**src/hw/rtd_regs_pkg.sv**
```systemverilog
package rtd_regs_pkg;

	// ****************************************************************
	// register indices (one index per 16-bit register)
	// ****************************************************************
	localparam logic [15:0] IDX_TEMP_CH6_FIXED = 16'h0005;
	localparam logic [15:0] IDX_UPTIME_SECONDS = 16'h0006;
	localparam logic [15:0] IDX_CONVERSION_COUNT = 16'h0008;
	localparam logic [15:0] IDX_FAULT_FLAGS = 16'h000A;
	localparam logic [15:0] IDX_PIN_INPUTS = 16'h000C;
	localparam logic [15:0] IDX_ANALOG_REF_MILLIVOLTS = 16'h000D;
	localparam logic [15:0] IDX_SUPPLY_MILLIVOLTS = 16'h000E;
	localparam logic [15:0] IDX_TEMP_CH1_FLOAT = 16'h000F;
	localparam logic [15:0] IDX_TEMP_CH2_FLOAT = 16'h0011;

	// ****************************************************************
	// 32-bit pairs, shadowed for coherent reads
	// ****************************************************************
	localparam int NUM_PAIRS = 5;
	localparam int PAIR_UPTIME = 0;
	localparam int PAIR_CONV = 1;
	localparam int PAIR_FLAGS = 2;
	localparam int PAIR_TEMP1 = 3;
	localparam int PAIR_TEMP2 = 4;

	// ****************************************************************
	// fault_flags layout
	// ****************************************************************
	localparam int NUM_CH = 6;
	localparam int FLAG_WIDTH = 20;
	localparam int BIT_GENERIC = 0;
	localparam int BIT_OPEN_CH1 = 4;
	localparam int BIT_SHORT_CH1 = 10;
	localparam int BIT_SHORT_CH3 = 12;
	localparam int BIT_SHORT_CH6 = 15;
	localparam int BIT_FLASH = 16;
	localparam int BIT_LOW_SUPPLY = 17;
	localparam int BIT_BUS_TIMEOUT = 18;
	localparam int BIT_TEST_MODE = 19;

	// ****************************************************************
	// pin_inputs layout
	// ****************************************************************
	localparam int ADDR_SW_W = 5;
	localparam int BOOT_W = 4;
	localparam int PIN_W = ADDR_SW_W + BOOT_W + 1;
	localparam int BIT_BUTTON = 9;

	// ****************************************************************
	// value limits and timing
	// ****************************************************************
	localparam logic signed [15:0] TEMP_FIXED_MIN = -16'sd20000;
	localparam int SUPPLY_MIN_MV = 5000;
	localparam int CLK_PERIOD_NS = 10;
	localparam int SECOND_NS = 1000000000;
	localparam int CYCLES_PER_SECOND = SECOND_NS / CLK_PERIOD_NS;
	localparam int BUS_TIMEOUT_S = 10;

endpackage

```
**src/hw/rtd_meter_input_registers.sv**
```systemverilog
// Contract
// - channel 6 temperature: signed 16-bit, 0.01 C units, -20000..32767.
// - 32-bit seconds-since-power-up counter across two registers.
// - 32-bit counter of conversions on all channels across two registers.
// - status bit 0 set whenever any error flag is set.
// - open circuit on channels 1..6 flagged in status bits 4..9.
// - short: ch1 bit 10, ch3..5 bits 12..14, ch6 bit 15; bit 11 zero.
// - status bit 16 set on configuration storage failure.
// - status bit 17 set when supply voltage is too low.
// - status bit 18 set when no addressed traffic within timeout.
// - status bit 19 set while testing mode is active.
// - status map spans two registers; only low 20 bits can be set.
// - pin register: bits 0-4 switch, 5-8 bootstrap, 9 pushbutton.
// - analog reference voltage reported in whole millivolts.
// - supply voltage reported in whole millivolts.
// - channel 1 and 2 temperatures as float32 over register pairs.
// - float temperatures are whole degrees Celsius, -200..600; the code stores them as given, with no clamp.
`timescale 1ns/1ps

module rtd_meter_input_registers
	import rtd_regs_pkg::*;
#(
	parameter int unsigned CYCLES_PER_SEC = CYCLES_PER_SECOND,
	parameter int unsigned TIMEOUT_SEC = BUS_TIMEOUT_S,
	parameter int unsigned LOW_SUPPLY_MV = SUPPLY_MIN_MV
) (
	input wire logic clk,
	input wire logic rst_n,
	// register access from the protocol engine
	input wire logic reg_rd,
	input wire logic reg_wr,
	input wire logic [15:0] reg_index,
	output logic [15:0] reg_rdata,
	output logic reg_rvalid,
	output logic reg_error,
	// bus activity: one pulse per frame addressed to this unit
	input wire logic frame_seen,
	// measurement chain results
	input wire logic temp6_valid,
	input wire logic signed [15:0] temp6_centi,
	input wire logic temp1_float_valid,
	input wire logic [31:0] temp1_float,
	input wire logic temp2_float_valid,
	input wire logic [31:0] temp2_float,
	input wire logic conversion_done,
	input wire logic [NUM_CH-1:0] sensor_open,
	input wire logic [NUM_CH-1:0] sensor_short,
	input wire logic flash_fail,
	input wire logic test_mode,
	input wire logic volt_valid,
	input wire logic [15:0] analog_ref_mv,
	input wire logic [15:0] supply_mv,
	// asynchronous pins
	input wire logic [ADDR_SW_W-1:0] addr_switch_pins,
	input wire logic [BOOT_W-1:0] bootstrap_pins,
	input wire logic button_pin
);

	// ****************************************************************
	// declarations
	// ****************************************************************
	localparam logic [31:0] SEC_LAST = 32'(CYCLES_PER_SEC - 1);
	localparam logic [31:0] TIMEOUT_LAST = 32'(TIMEOUT_SEC);
	localparam logic [15:0] LOW_MV = 16'(LOW_SUPPLY_MV);
	// low half of a pair sits one index above its high half
	localparam logic [15:0] LOW_HALF = 16'h0001;

	logic [31:0] tick_cnt_q;
	logic sec_tick_q;
	logic [31:0] uptime_q;
	logic [31:0] conv_cnt_q;
	logic [31:0] idle_sec_q;
	logic bus_timeout_q;
	logic signed [15:0] temp6_q;
	logic [31:0] temp1_q;
	logic [31:0] temp2_q;
	logic [15:0] aref_q;
	logic [15:0] supply_q;
	logic low_supply_q;
	logic [FLAG_WIDTH-1:0] flags_q;
	logic [FLAG_WIDTH-1:0] flags_d;
	logic [FLAG_WIDTH-1:0] chan_bits [NUM_CH];
	logic [PIN_W-1:0] pins_sync;
	logic [PIN_W-1:0] pins_q;
	logic [31:0] pair_live [NUM_PAIRS];
	logic [15:0] shadow_q [NUM_PAIRS];
	logic [15:0] rdata_d;
	logic hit_d;

	// ****************************************************************
	// pin sampling
	// ****************************************************************
	pin_sync #(
		.WIDTH(PIN_W)
	) u_pin_sync (
		.clk(clk),
		.rst_n(rst_n),
		.async_in({button_pin, bootstrap_pins, addr_switch_pins}),
		.sync_out(pins_sync)
	);

	always_ff @(posedge clk or negedge rst_n) begin
		if (!rst_n) begin
			pins_q <= '0;
		end else begin
			pins_q <= pins_sync;
		end
	end

	// ****************************************************************
	// one-second time base
	// ****************************************************************
	always_ff @(posedge clk or negedge rst_n) begin
		if (!rst_n) begin
			tick_cnt_q <= '0;
			sec_tick_q <= 1'b0;
		end else if (tick_cnt_q >= SEC_LAST) begin
			tick_cnt_q <= '0;
			sec_tick_q <= 1'b1;
		end else begin
			tick_cnt_q <= tick_cnt_q + 32'h0000_0001;
			sec_tick_q <= 1'b0;
		end
	end

	// reset stands in for power-up here; wraps after about 136 years
	always_ff @(posedge clk or negedge rst_n) begin
		if (!rst_n) begin
			uptime_q <= '0;
		end else if (sec_tick_q) begin
			uptime_q <= uptime_q + 32'h0000_0001;
		end
	end

	// ****************************************************************
	// conversion counter
	// ****************************************************************
	always_ff @(posedge clk or negedge rst_n) begin
		if (!rst_n) begin
			conv_cnt_q <= '0;
		end else if (conversion_done) begin
			conv_cnt_q <= conv_cnt_q + 32'h0000_0001;
		end
	end

	// ****************************************************************
	// bus silence watchdog
	// ****************************************************************
	// a frame in the same cycle as a tick wins, so silence restarts at 0
	always_ff @(posedge clk or negedge rst_n) begin
		if (!rst_n) begin
			idle_sec_q <= '0;
			bus_timeout_q <= 1'b0;
		end else if (frame_seen) begin
			idle_sec_q <= '0;
			bus_timeout_q <= 1'b0;
		end else if (sec_tick_q && idle_sec_q < TIMEOUT_LAST) begin
			idle_sec_q <= idle_sec_q + 32'h0000_0001;
		end else if (idle_sec_q >= TIMEOUT_LAST) begin
			bus_timeout_q <= 1'b1;
		end
	end

	// ****************************************************************
	// measurement holding registers
	// ****************************************************************
	always_ff @(posedge clk or negedge rst_n) begin
		if (!rst_n) begin
			temp6_q <= '0;
		end else if (temp6_valid) begin
			// clamp keeps the published range even on a bad sample
			if (temp6_centi < TEMP_FIXED_MIN) begin
				temp6_q <= TEMP_FIXED_MIN;
			end else begin
				temp6_q <= temp6_centi;
			end
		end
	end

	// floats arrive already scaled to whole degrees
	always_ff @(posedge clk or negedge rst_n) begin
		if (!rst_n) begin
			temp1_q <= '0;
			temp2_q <= '0;
		end else begin
			if (temp1_float_valid) begin
				temp1_q <= temp1_float;
			end
			if (temp2_float_valid) begin
				temp2_q <= temp2_float;
			end
		end
	end

	always_ff @(posedge clk or negedge rst_n) begin
		if (!rst_n) begin
			aref_q <= '0;
			supply_q <= '0;
			low_supply_q <= 1'b0;
		end else if (volt_valid) begin
			aref_q <= analog_ref_mv;
			supply_q <= supply_mv;
			low_supply_q <= (supply_mv < LOW_MV);
		end
	end

	// ****************************************************************
	// per-channel sensor faults
	// ****************************************************************
	for (genvar c = 0; c < NUM_CH; c++) begin : g_chan
		localparam int OPEN_POS = BIT_OPEN_CH1 + c;
		localparam int SHORT_POS = BIT_SHORT_CH1 + c;
		// channel 2 short has no bit of its own, so it shows in bit 0 only
		localparam bit HAS_SHORT = (SHORT_POS != BIT_SHORT_CH3 - 1);
		logic open_hit;
		logic short_hit;
		assign open_hit = sensor_open[c];
		assign short_hit = sensor_short[c] && HAS_SHORT;
		assign chan_bits[c] = (FLAG_WIDTH'(open_hit) << OPEN_POS) |
			(FLAG_WIDTH'(short_hit) << SHORT_POS);
	end

	// ****************************************************************
	// status map
	// ****************************************************************
	always_comb begin
		flags_d = '0;
		for (int c = 0; c < NUM_CH; c++) begin
			flags_d = flags_d | chan_bits[c];
		end
		flags_d[BIT_FLASH] = flash_fail;
		flags_d[BIT_LOW_SUPPLY] = low_supply_q;
		flags_d[BIT_BUS_TIMEOUT] = bus_timeout_q;
		flags_d[BIT_TEST_MODE] = test_mode;
		// test mode is a state, not an error, so bit 0 leaves it out
		flags_d[BIT_GENERIC] = (|sensor_open) | (|sensor_short) |
			flash_fail | low_supply_q | bus_timeout_q;
	end

	always_ff @(posedge clk or negedge rst_n) begin
		if (!rst_n) begin
			flags_q <= '0;
		end else begin
			flags_q <= flags_d;
		end
	end

	// ****************************************************************
	// read path
	// ****************************************************************
	always_comb begin
		pair_live[PAIR_UPTIME] = uptime_q;
		pair_live[PAIR_CONV] = conv_cnt_q;
		pair_live[PAIR_FLAGS] = 32'(flags_q);
		pair_live[PAIR_TEMP1] = temp1_q;
		pair_live[PAIR_TEMP2] = temp2_q;
	end

	// reading the high word freezes the low word for the next read
	always_ff @(posedge clk or negedge rst_n) begin
		if (!rst_n) begin
			for (int p = 0; p < NUM_PAIRS; p++) begin
				shadow_q[p] <= '0;
			end
		end else if (reg_rd) begin
			unique case (reg_index)
				IDX_UPTIME_SECONDS: begin
					shadow_q[PAIR_UPTIME] <= uptime_q[15:0];
				end
				IDX_CONVERSION_COUNT: begin
					shadow_q[PAIR_CONV] <= conv_cnt_q[15:0];
				end
				IDX_FAULT_FLAGS: begin
					shadow_q[PAIR_FLAGS] <= pair_live[PAIR_FLAGS][15:0];
				end
				IDX_TEMP_CH1_FLOAT: begin
					shadow_q[PAIR_TEMP1] <= temp1_q[15:0];
				end
				IDX_TEMP_CH2_FLOAT: begin
					shadow_q[PAIR_TEMP2] <= temp2_q[15:0];
				end
				default: begin
				end
			endcase
		end
	end

	always_comb begin
		rdata_d = '0;
		hit_d = 1'b1;
		unique case (reg_index)
			IDX_TEMP_CH6_FIXED: rdata_d = temp6_q;
			IDX_UPTIME_SECONDS: rdata_d = uptime_q[31:16];
			IDX_UPTIME_SECONDS + LOW_HALF: rdata_d = shadow_q[PAIR_UPTIME];
			IDX_CONVERSION_COUNT: rdata_d = conv_cnt_q[31:16];
			IDX_CONVERSION_COUNT + LOW_HALF: rdata_d = shadow_q[PAIR_CONV];
			IDX_FAULT_FLAGS: rdata_d = pair_live[PAIR_FLAGS][31:16];
			IDX_FAULT_FLAGS + LOW_HALF: rdata_d = shadow_q[PAIR_FLAGS];
			IDX_PIN_INPUTS: rdata_d = 16'(pins_q);
			IDX_ANALOG_REF_MILLIVOLTS: rdata_d = aref_q;
			IDX_SUPPLY_MILLIVOLTS: rdata_d = supply_q;
			IDX_TEMP_CH1_FLOAT: rdata_d = temp1_q[31:16];
			IDX_TEMP_CH1_FLOAT + LOW_HALF: rdata_d = shadow_q[PAIR_TEMP1];
			IDX_TEMP_CH2_FLOAT: rdata_d = temp2_q[31:16];
			IDX_TEMP_CH2_FLOAT + LOW_HALF: rdata_d = shadow_q[PAIR_TEMP2];
			default: hit_d = 1'b0;
		endcase
	end

	// ****************************************************************
	// answer to each request
	// ****************************************************************
	always_ff @(posedge clk or negedge rst_n) begin
		if (!rst_n) begin
			reg_rvalid <= 1'b0;
		end else begin
			reg_rvalid <= reg_rd || reg_wr;
		end
	end

	// writes store nothing and are answered with an error
	always_ff @(posedge clk or negedge rst_n) begin
		if (!rst_n) begin
			reg_error <= 1'b0;
		end else begin
			reg_error <= reg_wr || (reg_rd && !hit_d);
		end
	end

	// data drops to zero between answers so a stale word is never taken
	always_ff @(posedge clk or negedge rst_n) begin
		if (!rst_n) begin
			reg_rdata <= '0;
		end else if (reg_rd && hit_d) begin
			reg_rdata <= rdata_d;
		end else begin
			reg_rdata <= '0;
		end
	end

endmodule

```
**src/hw/pin_sync.sv**
```systemverilog
`timescale 1ns/1ps

// ****************************************************************
// two-stage synchroniser for asynchronous pins
// ****************************************************************
module pin_sync #(
	parameter int WIDTH = 1
) (
	input wire logic clk,
	input wire logic rst_n,
	input wire logic [WIDTH-1:0] async_in,
	output logic [WIDTH-1:0] sync_out
);

	logic [WIDTH-1:0] meta_q;

	// first stage feeds only the second stage
	always_ff @(posedge clk or negedge rst_n) begin
		if (!rst_n) begin
			meta_q <= '0;
			sync_out <= '0;
		end else begin
			meta_q <= async_in;
			sync_out <= meta_q;
		end
	end

endmodule

```
**config.mk**
```make
export PLATFORM = sky130hd
export DESIGN_NAME = rtd_meter_input_registers
export DESIGN_NICKNAME = d
export VERILOG_FILES = /design/src/hw/rtd_regs_pkg.sv /design/src/hw/rtd_meter_input_registers.sv /design/src/hw/pin_sync.sv
export SDC_FILE = /design/constraint.sdc
export NUM_CORES = 1
export LEC_CHECK = 0
export BUFFER_PORTS_ARGS = -buffer_cell sky130_fd_sc_hd__buf_2
export CAP_MARGIN = 15
export CORE_AREA = 2 2 195 149
export DETAILED_ROUTE_END_ITERATION = 8
export DIE_AREA = 0 0 197 151
export GPL_TIMING_DRIVEN = 1
export PLACE_DENSITY = 0.8
export SLEW_MARGIN = 20
export SYNTH_ARGS = -nofsm -noshare
export SYNTH_HDL_FRONTEND = slang
export SYNTH_SLANG_ARGS = --single-unit
```
**constraint.sdc**
```tcl
create_clock -name clk -period 2.6 [get_ports clk]
set_input_delay 0.13 -clock clk [delete_from_list [all_inputs] [get_ports clk]]
set_output_delay 0.13 -clock clk [all_outputs]
set_load 0.02 [all_outputs]
```
==> reports/metrics.cfg <==
[synth]
syn_area_per_cell_um2=12.5
synth-main-ff-cell=dfrtp_1
synth_cell_types=64
synth_top_area_frac=0.590
synth_edf_count=0
netlist_area_um2=16200
seq_area_frac_synth=0.590
synthArstFlopShare=1.00
yosysTopAreaCell=dfrtp_1
synthTopCellsByArea=dfrtp_1 (59%), mux2_2 (12%), xnor2_1 (3.2%)
synth.most_common_cell=dfrtp_1
syn-instance-count=1296
yosys_warnings=0
ys_seq_elements=383
netlist_top_cells_count=dfrtp_1 (383), mux2_2 (167), nor2_1 (86)

[detailed_routing]
wl_um=47500
wl_per_cell_um=23.5
drt_iter0_drc=1218
drc=0
ant_nets=0
dr.pass1.iters=7
viasPerCell=6.02
vias=12200

[global_routing]
grt_pass1_wl_um=72900
antenna_found_initial=1
use_met1=0.436
grtUsageMet3=0.0628
gr-max-usage-layer=met2
grt_max_degree=98
grt_use_met2=0.537
grt_pass1_vias=12700
overflow=0
grt_use_total=0.328

[power_and_ir_drop]
powerDensity_nw_per_um2=663
power_leakage_nw=9.29
irDropWorstVdd_v=0.000632

[timing]
rsz0062_at_grt=no
finalCriticalPeriod_ns=2.17
finalSetupTns_ns=0
min_period_over_period=0.833
finClkSkew_ns=0.0170
timing.final.hold_violations=0
clock.fmax_mhz=462
tightest_slew_ns=1.02
hold_ws_ns=0.0662
drv_slew=0
setup_violations=0
slew_headroom=0.314

[critical_path]
crit_start=idle_sec_q[6]
worstPathArrival_ns=2.61
reg2reg_from=idle_sec_q[6]
startpoint_type=flip-flop
crit_fanout=4
path_class=reg -> reg
required_ns=3.05
endpoint_kind=flip-flop

[clocking]
postCtsSetupBuffers=0
cts_resized=0
clockBufferDepth=3
clk_pin_slew_ns=0.07
cts_buffers=38
cts_sinks=383
cts_tree=done
htree_levels=2
clockRootBuffer=clkbuf_16
worstSkewPairLatency_ns=0.55

[placed_design]
dpl.cell_count=1815
dp_hpwl_um=31000
io_buffer_count=179
gp_congestion=1.01

[job]
drv_cap=0

[final_layout]
fin_cells=2022
nNetsFinal=1807
final_layout_size_suffix_gt1_frac=0.282
fill_cells=1739
synthToLayoutAreaGrowth_pct=25.5

[die]
row_count=53
dieArea_um2=29700
fp.dieW_um=197
die_h_um=151
core_area_um2=27700
start_util=0.586
ios=180

[min_path]
holdCritPathClass=in -> reg
hp-start=frame_seen

[outcome]
status=finished clean

## layer usage
layer	vias to the layer above	part of all wire
li1	5305	-
met1	6190	0.41
met2	530	0.47
met3	139	0.076
met4	0	0.041
met5	-	0
## layout by cell type (no fill, tap or decap), types with 6 or more instances in the layout
cell             n
inv_1           24
dfrtp_1        383
mux2_2         167
a22oi_1         12
buf_12           6
mux2_1          13
xnor2_1         60
mux2i_1         32
nand3b_1        11
ha_1             6
mux2_4          10
nand3_1         38
nand2_1         77
buf_2          178
nor4_1          22
a222oi_1         7
clkbuf_1         6
xor2_1          28
and3_1          17
and4_1          12
a41oi_1         10
a22o_1          10
a21oi_1         24
nor3_1          20
o21ai_0         35
nor2b_1         30
clkbuf_16       39
nor2_1          86
nand4_1         25
buf_4           34
dlygate4sd3_1  141
a31oi_1          8
## per-stage QoR
stage	power [mW]	util	worst slack (ns)	area, µm²
global placement	7.70	0.639	0.196	17700
finish	13.5	0.735	0.434	20400
CTS	13.4	0.735	0.453	20400
global route	13.9	0.735	0.229	20400
floorplan	7.17	-	0.421	16200
detailed placement	7.76	0.639	0.169	17700
## final cells by class
type                            instances  area [µm²]  area share
Sequential cell                       383        9580       0.471
Multi-Input combinational cell        832        6310       0.310
Timing Repair Buffer                  360        2690       0.132
Clock buffer                           49        1050      0.0517
Tap cell                              357         447      0.0219
Clock inverter                         15         190     0.00934
Inverter                               24        90.1     0.00442
Antenna cell                            2        5.00    0.000246
## worst paths after layout
path,to,slack (ns),cells past startpoint
setup reg to reg,idle_sec_q[1],0.43,5
hold / removal,idle_sec_q[2],0.07,2
min in group asynchronous,uptime_q[25],0.11,2
hold reg to reg,u_pin_sync.sync_out[3],0.35,0
setup / recovery,idle_sec_q[1],0.43,5
max in group asynchronous,shadow_q[75],1.63,3
## flip-flops by register name, indices dropped and copies added (netlist names), 10 cells and up
signal,count
aref_q,16
conv_cnt_q,32
flags_q,16
idle_sec_q,32
pins_q,10
reg_rdata,16
shadow_q,76
supply_q,16
temp1_q,32
temp2_q,32
temp6_q,16
tick_cnt_q,32
u_pin_sync.meta_q,10
u_pin_sync.sync_out,10
uptime_q,32
## cell families (layout without fill, tap and decap cells)
family / Yosys count / in the layout / synth area share
AOI/OAI and AO/OA: 139 / 139 / 0.0588
xor gates and xnor gates: 88 / 88 / 0.0475
adders and majority gates: 6 / 6 / 0.00462
buffers and inverters: 85 / 448 / 0.0229
DFF: 383 / 383 / 0.590
muxes: 222 / 222 / 0.154
other: 1 / 7 / 0.000231
and+or+nand+nor: 372 / 372 / 0.122
## repair_timing
item,in CTS,in global routing
endpoints found under the setup margin,0,0
hold buffers,141,0
endpoints found under the hold margin,336,0
## report_power, final
group / internal (mW) / leakage (nW) / switching, mW
logic: 0.617 / 3.74 / 0.614
clock network: 3.20 / 0.610 / 2.42
registers: 6.29 / 4.94 / 0.354
## critical path, stage by stage (launching register included)
cell and delay [ns]:
dfrtp_1 0.39, nor4_1 0.52, nand4_1 0.26, nor3_1 0.52
nor2_1 0.10, a211oi_1 0.28
(Power assumes the default switching activity.)
